## config.mk

```make
export PLATFORM = sky130hd
export DESIGN_NAME = rsh_station_flat
export DESIGN_NICKNAME = d
export VERILOG_FILES = /design/src/rsh_pkg.sv /design/src/rsh_link_if.sv /design/src/rsh_station.sv /design/src/flat_wrapper.sv
export SDC_FILE = /design/constraint.sdc
export NUM_CORES = 1
export LEC_CHECK = 0
export ABC_AREA = 1
export BUFFER_PORTS_ARGS = -buffer_cell sky130_fd_sc_hd__buf_2
export CAP_MARGIN = 10
export CORE_AREA = 2 2 599 601
export DETAILED_ROUTE_END_ITERATION = 7
export DIE_AREA = 0 0 601 603
export PLACE_DENSITY = 0.3
export SYNTH_ARGS = -nofsm -noshare
export SYNTH_HDL_FRONTEND = slang
export SYNTH_SLANG_ARGS = --single-unit
```

## constraint.sdc

```tcl
create_clock -name pclk -period 1.4 [get_ports pclk]
set_input_delay 0.14 -clock pclk [delete_from_list [all_inputs] [get_ports pclk]]
set_output_delay 0.14 -clock pclk [all_outputs]
set_load 0.1 [all_outputs]
```

## src/rsh_pkg.sv

```systemverilog
// shared map, flag positions, error codes and bus constants for the station link
package rsh_pkg;

   // word areas of the four-node layout, counted in link words from the start address
   localparam int unsigned BIT_WORDS = 7;
   localparam int unsigned DATA_WORDS = 16;
   localparam logic [5:0] BIT_IN_BASE = 6'h00;
   localparam logic [5:0] STATUS_OFS = 6'h07;
   localparam logic [5:0] BIT_OUT_BASE = 6'h0A;
   localparam logic [5:0] REQUEST_OFS = 6'h11;
   localparam logic [5:0] RET_BASE = 6'h14;
   localparam logic [5:0] CMD_BASE = 6'h24;
   localparam logic [5:0] LAST_WORD = 6'h33;

   // status word bits, driven by the station
   localparam int unsigned ST_DISP_DONE = 0;
   localparam int unsigned ST_TOUCH_DONE = 5;
   localparam int unsigned ST_TAG_REQ = 7;
   localparam int unsigned ST_INIT_DONE = 9;
   localparam int unsigned ST_ERROR = 10;
   localparam int unsigned ST_READY = 11;

   // request word bits, driven by the master
   localparam int unsigned RQ_DISPLAY = 0;
   localparam int unsigned RQ_MONITOR = 1;
   localparam int unsigned RQ_PERIODIC = 2;
   localparam int unsigned RQ_INIT = 9;
   localparam int unsigned RQ_ERR_RESET = 10;
   localparam logic [15:0] RQ_MASK = 16'h0607;

   // reset values
   localparam logic [15:0] WORD_RESET = 16'h0000;
   localparam logic [7:0] CODE_NONE = 8'h00;

   // error codes reported in the first return word
   localparam logic [7:0] ERR_POINT_RANGE = 8'h01;
   localparam logic [7:0] ERR_ADDR_RANGE = 8'h02;
   localparam logic [7:0] ERR_UNDEF_CMD = 8'h03;
   localparam logic [7:0] ERR_INIT_CMD = 8'h04;
   localparam logic [7:0] ERR_INIT_MODE = 8'h05;
   localparam logic [7:0] ERR_NO_MONITOR = 8'h06;
   localparam logic [7:0] ERR_NO_PERIODIC = 8'h07;
   localparam logic [7:0] ERR_PROTECTED = 8'h08;
   localparam logic [7:0] ERR_OFFLINE = 8'h09;
   localparam logic [7:0] ERR_HW_SILENT = 8'h14;
   localparam logic [7:0] ERR_HW_FAULT = 8'h15;
   localparam logic [7:0] ERR_SWITCH_LAST = 8'h19;
   localparam logic [7:0] ERR_CRC = 8'h1A;
   localparam logic [7:0] ERR_TIMEOUT = 8'h1B;
   localparam logic [7:0] ERR_CARRIER0 = 8'h1C;
   localparam logic [7:0] ERR_CARRIER1 = 8'h1D;
   localparam logic [7:0] ERR_TRANSFER = 8'h1E;
   localparam logic [7:0] ERR_NUM_EITHER = 8'h1F;
   localparam logic [7:0] ERR_NUM_BITS = 8'h20;
   localparam logic [7:0] ERR_NUM_WORDS = 8'h21;

   // apb data width and zero answer
   localparam logic [31:0] APB_ZERO = 32'h0000_0000;

   // codes 01..09, 14..19 and 1a..21 are defined, everything else is not
   function automatic logic rsh_code_ok(input logic [7:0] code);
      logic ok;
      ok = 1'b0;
      if (code >= ERR_POINT_RANGE && code <= ERR_OFFLINE) begin
         ok = 1'b1;
      end
      if (code >= ERR_HW_SILENT && code <= ERR_SWITCH_LAST) begin
         ok = 1'b1;
      end
      if (code >= ERR_CRC && code <= ERR_TRANSFER) begin
         ok = 1'b1;
      end
      if (code >= ERR_NUM_EITHER && code <= ERR_NUM_WORDS) begin
         ok = 1'b1;
      end
      return ok;
   endfunction : rsh_code_ok

endpackage : rsh_pkg

```

## src/rsh_link_if.sv

```systemverilog
`timescale 1ns/1ps
// link memory shared between the master and the station, one signal per word area
interface rsh_link_if;
   // station to master
   logic [6:0][15:0] bit_in;
   logic [15:0] status;
   logic [15:0][15:0] ret;
   // master to station
   logic [6:0][15:0] bit_out;
   logic [15:0] request;
   logic [15:0][15:0] cmd;

   modport dev (
      output bit_in,
      output status,
      output ret,
      input bit_out,
      input request,
      input cmd
   );

   modport mst (
      input bit_in,
      input status,
      input ret,
      output bit_out,
      output request,
      output cmd
   );
endinterface : rsh_link_if

```

## src/rsh_station.sv

```systemverilog
// Register access over APB is this design's own decision.
`timescale 1ns/1ps
// Overview of operation
// seven bit-input words at link words 0..6
// status word: display, touch, ready flags
// status bit 7 asks tag code readout
// status bit 9 marks initial setting complete
// master keeps seven bit-output words 10..16
// request bit0 display, bit1 monitoring
// request bit2 asks periodic write
// request bit9 asks initial data setting
// request bit10 asks error clear
// sixteen return words at 20..35
// sixteen command words at 36..51
// error: code in return, error+display flags
// codes 01 point, 02 address, 03 command
// codes 04 initial command, 05 mode
// codes 06 monitor, 07 periodic unregistered
// codes 08 protected area, 09 offline
// codes 14 silent, 15 fault, 16-19 switches
// codes 1a-1e link faults
// codes 1f-21 numerical errors
// completion clears after request withdrawn
// error reset clears flag and code
// gap words and unlisted bits read zero

// station end: owns the bit inputs, the status word and the return words
module rsh_station (
   // clock and reset
   input wire logic pclk,
   input wire logic presetn,
   // link side
   rsh_link_if.dev link,
   // panel bit inputs and monitor data
   input wire logic [6:0][15:0] user_bits,
   input wire logic [15:0][15:0] user_ret,
   // panel events
   input wire logic disp_done,
   input wire logic touch_on,
   input wire logic tag_req,
   input wire logic init_done,
   input wire logic remote_ready,
   // panel error report
   input wire logic err_valid,
   input wire logic [7:0] err_code,
   // copies of what the master wrote
   output logic [6:0][15:0] user_bit_out,
   output logic [15:0] user_request,
   output logic [15:0][15:0] user_cmd,
   // error state seen by the panel
   output logic err_active,
   output logic [7:0] err_code_out
);

   logic [6:0][15:0] bit_in_reg;
   logic [15:0][15:0] ret_reg;
   logic [15:0] status_reg;
   logic [15:0] status_next;
   logic disp_done_reg;
   logic init_done_reg;
   logic err_flag_reg;
   logic [7:0] err_code_reg;
   logic [6:0][15:0] bit_out_reg;
   logic [15:0] request_reg;
   logic [15:0][15:0] cmd_reg;
   logic err_take;
   logic disp_withdrawn;
   logic err_clear;
   logic init_req;

   // only defined codes raise the error, an unknown code would hide the real one
   assign err_take = err_valid && rsh_pkg::rsh_code_ok(err_code);

   // both display-side requests down means the master has seen the completion
   assign disp_withdrawn = !link.request[rsh_pkg::RQ_DISPLAY] && !link.request[rsh_pkg::RQ_MONITOR];

   // request bits as named signals; the error reset bit is read by two processes
   assign err_clear = link.request[rsh_pkg::RQ_ERR_RESET];
   assign init_req = link.request[rsh_pkg::RQ_INIT];

   // error code as a return word; the upper byte is always zero
   function automatic logic [15:0] rsh_code_word(input logic [7:0] code);
      return {8'h00, code};
   endfunction : rsh_code_word

   // bit inputs are sampled once a clock and held for the master
   always_ff @(posedge pclk or negedge presetn) begin
      if (!presetn) begin
         bit_in_reg <= '0;
      end else begin
         bit_in_reg <= user_bits;
      end
   end

   // display complete: set by the panel or by an error, dropped when the request falls
   // an error holds display done up until the error itself is cleared
   always_ff @(posedge pclk or negedge presetn) begin
      if (!presetn) begin
         disp_done_reg <= 1'b0;
      end else begin
         if (err_take) begin
            disp_done_reg <= 1'b1;
         end else if (disp_done) begin
            disp_done_reg <= 1'b1;
         end else if (disp_withdrawn && !err_flag_reg) begin
            disp_done_reg <= 1'b0;
         end
      end
   end

   // initial data setting complete follows the init request handshake
   // a pulse without the request is dropped, so a stale event cannot complete a later request
   always_ff @(posedge pclk or negedge presetn) begin
      if (!presetn) begin
         init_done_reg <= 1'b0;
      end else begin
         if (init_done && init_req) begin
            init_done_reg <= 1'b1;
         end else if (!init_req) begin
            init_done_reg <= 1'b0;
         end
      end
   end

   // error flag and code; a new error in the reset cycle wins over the clear
   // limitation: undefined codes are dropped here and never reach the master
   always_ff @(posedge pclk or negedge presetn) begin
      if (!presetn) begin
         err_flag_reg <= 1'b0;
         err_code_reg <= rsh_pkg::CODE_NONE;
      end else begin
         if (err_take) begin
            err_flag_reg <= 1'b1;
            err_code_reg <= err_code;
         end else if (err_clear) begin
            err_flag_reg <= 1'b0;
            err_code_reg <= rsh_pkg::CODE_NONE;
         end
      end
   end

   // assemble the status word; unlisted bits stay zero
   always_comb begin
      status_next = rsh_pkg::WORD_RESET;
      status_next[rsh_pkg::ST_DISP_DONE] = disp_done_reg;
      status_next[rsh_pkg::ST_TOUCH_DONE] = touch_on;
      status_next[rsh_pkg::ST_TAG_REQ] = tag_req;
      status_next[rsh_pkg::ST_INIT_DONE] = init_done_reg;
      status_next[rsh_pkg::ST_ERROR] = err_flag_reg;
      status_next[rsh_pkg::ST_READY] = remote_ready;
   end

   // the status word itself is a register so the link never sees a glitch
   always_ff @(posedge pclk or negedge presetn) begin
      if (!presetn) begin
         status_reg <= rsh_pkg::WORD_RESET;
      end else begin
         status_reg <= status_next;
      end
   end

   // return words: monitor data, with the error code in word 0 while an error stands
   // the code is written in the same edge as the flag so the master never sees
   // the flag with stale data
   always_ff @(posedge pclk or negedge presetn) begin
      if (!presetn) begin
         ret_reg <= '0;
      end else begin
         ret_reg <= user_ret;
         if (err_take) begin
            ret_reg[0] <= rsh_code_word(err_code);
         end else if (err_flag_reg && !err_clear) begin
            ret_reg[0] <= rsh_code_word(err_code_reg);
         end
      end
   end

   // register copies of the master's words for the panel
   always_ff @(posedge pclk or negedge presetn) begin
      if (!presetn) begin
         bit_out_reg <= '0;
         cmd_reg <= '0;
      end else begin
         bit_out_reg <= link.bit_out;
         cmd_reg <= link.cmd;
      end
   end

   // request copy keeps only the defined bits
   // the panel sees the request one clock after the link, like the other copies
   always_ff @(posedge pclk or negedge presetn) begin
      if (!presetn) begin
         request_reg <= rsh_pkg::WORD_RESET;
      end else begin
         request_reg <= link.request & rsh_pkg::RQ_MASK;
      end
   end

   // link side outputs
   assign link.bit_in = bit_in_reg;
   assign link.status = status_reg;
   assign link.ret = ret_reg;

   // panel side outputs
   assign user_bit_out = bit_out_reg;
   assign user_request = request_reg;
   assign user_cmd = cmd_reg;
   assign err_active = err_flag_reg;
   assign err_code_out = err_code_reg;

endmodule : rsh_station

```

## src/flat_wrapper.sv

```systemverilog
// flat-port wrapper written by rule: the top's interface ports become plain ports
module rsh_station_flat 
  (pclk, presetn, user_bits, user_ret, disp_done, touch_on, tag_req, init_done, remote_ready, err_valid, err_code, user_bit_out, user_request, user_cmd, err_active, err_code_out, link_bit_in, link_status, link_ret, link_bit_out, link_request, link_cmd);
  rsh_link_if link_i ();
  input wire logic pclk;
  input wire logic presetn;
  input wire logic [6:0][15:0] user_bits;
  input wire logic [15:0][15:0] user_ret;
  input wire logic disp_done;
  input wire logic touch_on;
  input wire logic tag_req;
  input wire logic init_done;
  input wire logic remote_ready;
  input wire logic err_valid;
  input wire logic [7:0] err_code;
  output logic [6:0][15:0] user_bit_out;
  output logic [15:0] user_request;
  output logic [15:0][15:0] user_cmd;
  output logic err_active;
  output logic [7:0] err_code_out;
  output wire logic [$bits(link_i.bit_in)-1:0] link_bit_in;
  output wire logic [$bits(link_i.status)-1:0] link_status;
  output wire logic [$bits(link_i.ret)-1:0] link_ret;
  input wire logic [$bits(link_i.bit_out)-1:0] link_bit_out;
  input wire logic [$bits(link_i.request)-1:0] link_request;
  input wire logic [$bits(link_i.cmd)-1:0] link_cmd;
  assign link_bit_in = link_i.bit_in;
  assign link_status = link_i.status;
  assign link_ret = link_i.ret;
  assign link_i.bit_out = link_bit_out;
  assign link_i.request = link_request;
  assign link_i.cmd = link_cmd;
  rsh_station u_core (.pclk(pclk), .presetn(presetn), .link(link_i), .user_bits(user_bits), .user_ret(user_ret), .disp_done(disp_done), .touch_on(touch_on), .tag_req(tag_req), .init_done(init_done), .remote_ready(remote_ready), .err_valid(err_valid), .err_code(err_code), .user_bit_out(user_bit_out), .user_request(user_request), .user_cmd(user_cmd), .err_active(err_active), .err_code_out(err_code_out));
endmodule
```

# Word level (Yosys, flattened, before mapping)

Index checks and enable logic that the tools add are counted.

Bits of input ports: 768
Bits in registers: 758
Word-level logic and storage cells: 91

Mux-type cells: 15
Equal/unequal tests: 1
Reductions and logical operators: 15
Magnitude comparators: 8

Operators with widths:

| cell                                                           | number |
|---|---|
| 2-to-1 mux 16 bit                                              | 2 |
| >= comparator 8 x 5 -> 1 bit, second input constant            | 3 |
| less-or-equal comparator 8 x 5 -> 1 bit, second input constant | 2 |
| 2-to-1 mux 8 bit                                               | 2 |
| 2-to-1 mux 1 bit                                               | 11 |
| logical AND 1 bit                                              | 9 |
| >= comparator 8 x 1 -> 1 bit, second input constant            | 1 |
| less-or-equal comparator 8 x 4 -> 1 bit, second input constant | 1 |
| less-or-equal comparator 8 x 6 -> 1 bit, second input constant | 1 |
| zero test 1 bit                                                | 4 |
| nonzero test 3 bit                                             | 1 |
| inequality test 2 x 1 -> 1 bit, second input constant          | 1 |
| nonzero test 2 bit                                             | 1 |

# Longest topological paths before layout

Depth after elaboration: 8
Gate-level depth with buffers: 8
Gate-level depth less buffers: 7

# Least setup slack after synthesis

No wires, ideal clock.

Path type: flip-flop to flip-flop
From: register u_core.err_flag_reg, in the netlist u_core.err_active
To: register u_core.ret_reg, in the netlist u_core.link.ret[7]
Stages on the path, launching flop included: 6
Arrival time: 1.706 ns
Clock period less this slack: 1.826 ns
Library setup time: 0.119 ns
Slack: -0.426 ns
Cell sequence: dfrtp_1 buf_2 nand2_2 buf_2 a21oi_1 nor2_1

Cells in the longest elaborated chain, start to end: 3

Ends and longest elaborated chain:

| item                     | line               | source |
|---|---|---|
| start: declaration       | rsh_station.sv:61  | `logic err_flag_reg;` |
| start signal: assignment | rsh_station.sv:129 | `err_flag_reg <= 1'b0;` |
| start signal: assignment | rsh_station.sv:133 | `err_flag_reg <= 1'b1;` |
| start signal: assignment | rsh_station.sv:136 | `err_flag_reg <= 1'b0;` |
| logical AND 1 bit        | rsh_station.sv:172 | `end else if (err_flag_reg && !err_clear) begin` |
| 2-to-1 mux 16 bit        | rsh_station.sv:172 |  |
| 2-to-1 mux 16 bit        | rsh_station.sv:170 | `if (err_take) begin` |
| end signal: assignment   | rsh_station.sv:169 | `ret_reg <= user_ret;` |
| end: declaration         | rsh_station.sv:56  | `logic [15:0][15:0] ret_reg;` |

No other way between the ends.
A chain may end at the register's enable or synchronous reset.

# Worst setup path after layout

From: register u_core.err_flag_reg, in the netlist u_core.err_active
To: output port err_active

RTL lines:

| item             | line               | source |
|---|---|---|
| end: declaration | flat_wrapper.sv:19 | `output logic err_active;` |

No word-level cell between the ends.

==> key figures <==
Detailed routing
  • Initial DRC Count: 1247
  • DR vias: 21800
  • Avg WL per Cell: 28.2 µm
  • Final wirelength: 248000 µm
  • DR DRC count: 0
  • DR vias/cell: 2.48
  • Number of detailed-route iterations in the first pass: 5
  • Post-route ant nets: 0

Setup path
  • Endpoint of the worst-slack reg-to-reg timing path: u_core.disp_done_reg$_DFFE_PN0P_
  • FF-to-FF Start: u_core.err_active$_DFFE_PN0P_
  • Cell Chain, Critical Path: buf_12 > buf_16
  • CP max-delay cell: dfrtp_4
  • Top delay family on crit path: flip-flops
  • CP required: 1.26 ns
  • Cells on worst reg2reg path: 4
  • Crit path largest cell delay: about 0.48 ns
  • Arrival time worst endpoint: 1.68 ns
  • Startpoint types: flip-flop
  • Endpoint class of the critical path: output port
  • R2R Setup Slk: 0.10 ns
  • Kind of critical path: reg -> out
  • WP buf/inv: 2
  • Crit-path max FO: 2

Global route
  • Largest net degree at the start of global routing: 55
  • Met3 usage: 0.0771
  • GRT busiest layer: met2
  • Total congestion overflow: 0
  • GR Util met2: 0.208
  • Vias in the first global route: 23900
  • First-pass GRT wire length: 304000 µm
  • Total GRT Usage: 0.134
  • Met1 Usage GRT: 0.151
  • Initial antenna violation count: 289

Placed design
  • PortBufs: between 1500 and 2000
  • Dpl hpwl: between 200000 and 250000 µm
  • Gp weighted congestion: 1.01

Floorplan
  • Die area: 362000 µm²
  • Die width: 601 µm
  • Row count: 219
  • Initial Util: 0.0552
  • Height of the chip: 603 µm
  • Io pins: approximately 1500
  • Core area: roughly 360000 µm²

Timing
  • Min cycle time layout: 1.82 ns
  • Fmax: between 0.5 and 0.6 GHz
  • Post-route setup TNS: -121.46 ns
  • Final Skew: 0.0790 ns
  • RSZ-0062 raised after global routing: yes
  • Setup WS post-layout: -0.421 ns
  • Final period utilization: 1.30
  • Worst hold margin: -0.0111 ns
  • Slew Limit Fails: 0
  • Final Setup Violations: between 700 and 800
  • Fin. Hold Viols: 5

Clock network
  • CTS tree: built
  • Clk sink count: 758
  • CTS max path bufs: 4
  • H-Tree Depth: 3
  • Clock buffer count from CTS: 112
  • Skew-Pair Late Insertion Delay: 0.87 ns
  • CTS clk-pin slew, worst paths: 0.06 ns
  • CTS root buffer: clkbuf_16

Power
  • Sw Share: 0.346
  • PwrDens: 1220 nW/µm²
  • Combinational share of power: 0.269
  • Clk pwr share: 0.411
  • Sw power: 26100 µW
  • Worst vdd ir: 0.982 mV
  • Leak Pwr: 0.0268 µW
  • Internal Power: 49400 µW
  • Flop pwr share: 0.320

Yosys
  • Flop and latch count out of synthesis: 758
  • Cell Area, Synth: 19600 µm²
  • Synth area leader: dfrtp_1
  • Sequential fraction of the synthesis area: 0.966
  • Avg Cell Area, Syn: 22.2 µm²
  • Synth top area share: 0.966
  • Area contributors post-synth: dfrtp_1 (97%), nand2_1 (0.82%), buf_4 (0.80%), nand3_1 (0.43%), nor2_1 (0.33%)
  • Number of distinct library cells after synthesis: 20
  • Synth warn: 0
  • Cells after synthesis: 883

Min path
  • Worst Hold Launch: err_code[7]
  • Hold crit path type: in -> reg
  • Hold-critical path depth: 7
  • Worst Hold End: u_core.link.ret[14]$_DFF_PN0_

Run
  • MaxCap Viol Count: 0

Finish
  • Fraction of layout cells with a size suffix above 1: 0.454
  • Synth-to-layout area growth: 215%
  • Final core utilization: 0.174
  • Nets: ~4700

Run status
  • Outcome: finished, violations left
  • Violated checks: negative hold slack, negative setup slack
-- cell usage after synthesis (all sizes together) --
library cell / n
o21a: 1
dfrtp: 758
nand3: 20
nand3b: 1
inv: 7
o31ai: 1
conb: 1
nor2: 17
buf: 25
or2: 1
a21oi: 3
nand2: 48
-- layer usage --
| metal | up-vias | share of wire |
|---|---|---|
| met5 | - | 0.0032 |
| met4 | 126 | 0.046 |
| met3 | 574 | 0.13 |
| met2 | 1507 | 0.44 |
| met1 | 10700 | 0.38 |
| li1 | 8867 | - |
-- area by class of cell --
cell class / instances / area (µm²)
inverters: 7 / 26.3
well taps: 4751 / 5940
fillers: 38800 / 294000
multi-input cells: 113 / 534
clock inverters: 61 / 832
flip-flops and latches: 758 / 19000
diodes: 72 / 180
clock buffers: 141 / 3110
repair buffers: 2901 / 32200
-- layout by cell type (no fill, tap or decap), types with 2 or more instances in the layout --
cell type | synthesis | routed
diode_2 | 0 | 72
inv_1 | 6 | 6
clkinv_4 | 0 | 5
clkbuf_8 | 0 | 18
nand3_2 | 2 | 2
clkinv_2 | 0 | 17
clkinvlp_4 | 0 | 11
nand2_1 | 43 | 43
nor2_1 | 17 | 17
inv_6 | 0 | 9
dfrtp_1 | 758 | 737
a21oi_1 | 2 | 2
dfrtp_2 | 0 | 20
conb_1 | 1 | 21
buf_6 | 0 | 2
bufinv_16 | 0 | 17
buf_12 | 0 | 636
buf_2 | 3 | 755
nand3_1 | 17 | 17
buf_8 | 1 | 134
dlygate4sd3_1 | 0 | 1318
nand2_2 | 4 | 3
buf_4 | 21 | 55
clkbuf_16 | 0 | 113
clkbuf_1 | 0 | 10
-- tightest hold or removal path, stage by stage --
cell	delay (ns)
buf_2	0.08
nor2_1	0.03
nand3_1	0.13
inv_1	0.09
nand3_4	0.11
inv_2	0.12
nor2_1	0.10
-- per-stage QoR --
| step | cells | total power, µW | area [µm²] | worst slack, ns | hold slack [ns] |
|---|---|---|---|---|---|
| 2_1_floorplan | 903 | 32500 | 19700 | 0.000966 | -0.156 |
| 4_1_cts | 8726 | 77000 | 61100 | -0.527 | 0.000687 |
| 5_1_grt | 8759 | 78300 | 61700 | -0.496 | -0.0306 |
| 3_5_place_dp | 7201 | 38900 | 37400 | 0.123 | 0.0151 |
| 3_3_place_gp | 7201 | 39000 | 37400 | 0.0988 | 0.00910 |
| 6_report | 8804 | 75400 | 61800 | -0.421 | -0.0111 |
-- power groups by stage --
stage	clock network [µW]	logic [µW]	registers, µW
6_report	31000	20300	24100
5_1_grt	33100	21000	24200
4_1_cts	32400	20500	24100
3_5_place_dp	0	14900	24000
3_3_place_gp	0	14900	24000
2_1_floorplan	0	383	32100
-- cell families (layout without fill, tap and decap cells) --
group | after synthesis | count (layout) | synth area share
AND/OR/NAND/NOR | 87 | 87 | 0.0204
other | 1 | 93 | 0.000191
AO/OA/AOI/OAI | 5 | 5 | 0.00210
flip-flops | 758 | 758 | 0.966
buffers and inverters | 32 | 3110 | 0.0109
-- worst max path at each step --
stage,startpoint,to,slack [ns],depth (start not counted)
6_report,u_core.err_active$_DFFE_PN0P_,err_active,-0.42,2
4_1_cts,u_core.err_active$_DFFE_PN0P_,err_active,-0.53,2
3_5_place_dp,u_core.err_active$_DFFE_PN0P_,u_core.link.ret[8]$_DFF_PN0_,0.12,4
3_3_place_gp,err_code[6],u_core.link.ret[8]$_DFF_PN0_,0.1,7
2_1_floorplan,u_core.err_active$_DFFE_PN0P_,u_core.link.ret[7]$_DFF_PN0_,0.001,5
5_1_grt,u_core.err_active$_DFFE_PN0P_,err_active,-0.50,2
-- what timing repair did --
item	in CTS	in global routing
pin swaps	0	0
gates resized for setup	1757	101
hold buffers	1314	6
setup endpoints to repair	756	782
hold endpoints to repair	1513	7
buffers inserted	9	1
No activity file was read; power rests on OpenSTA's default activity.
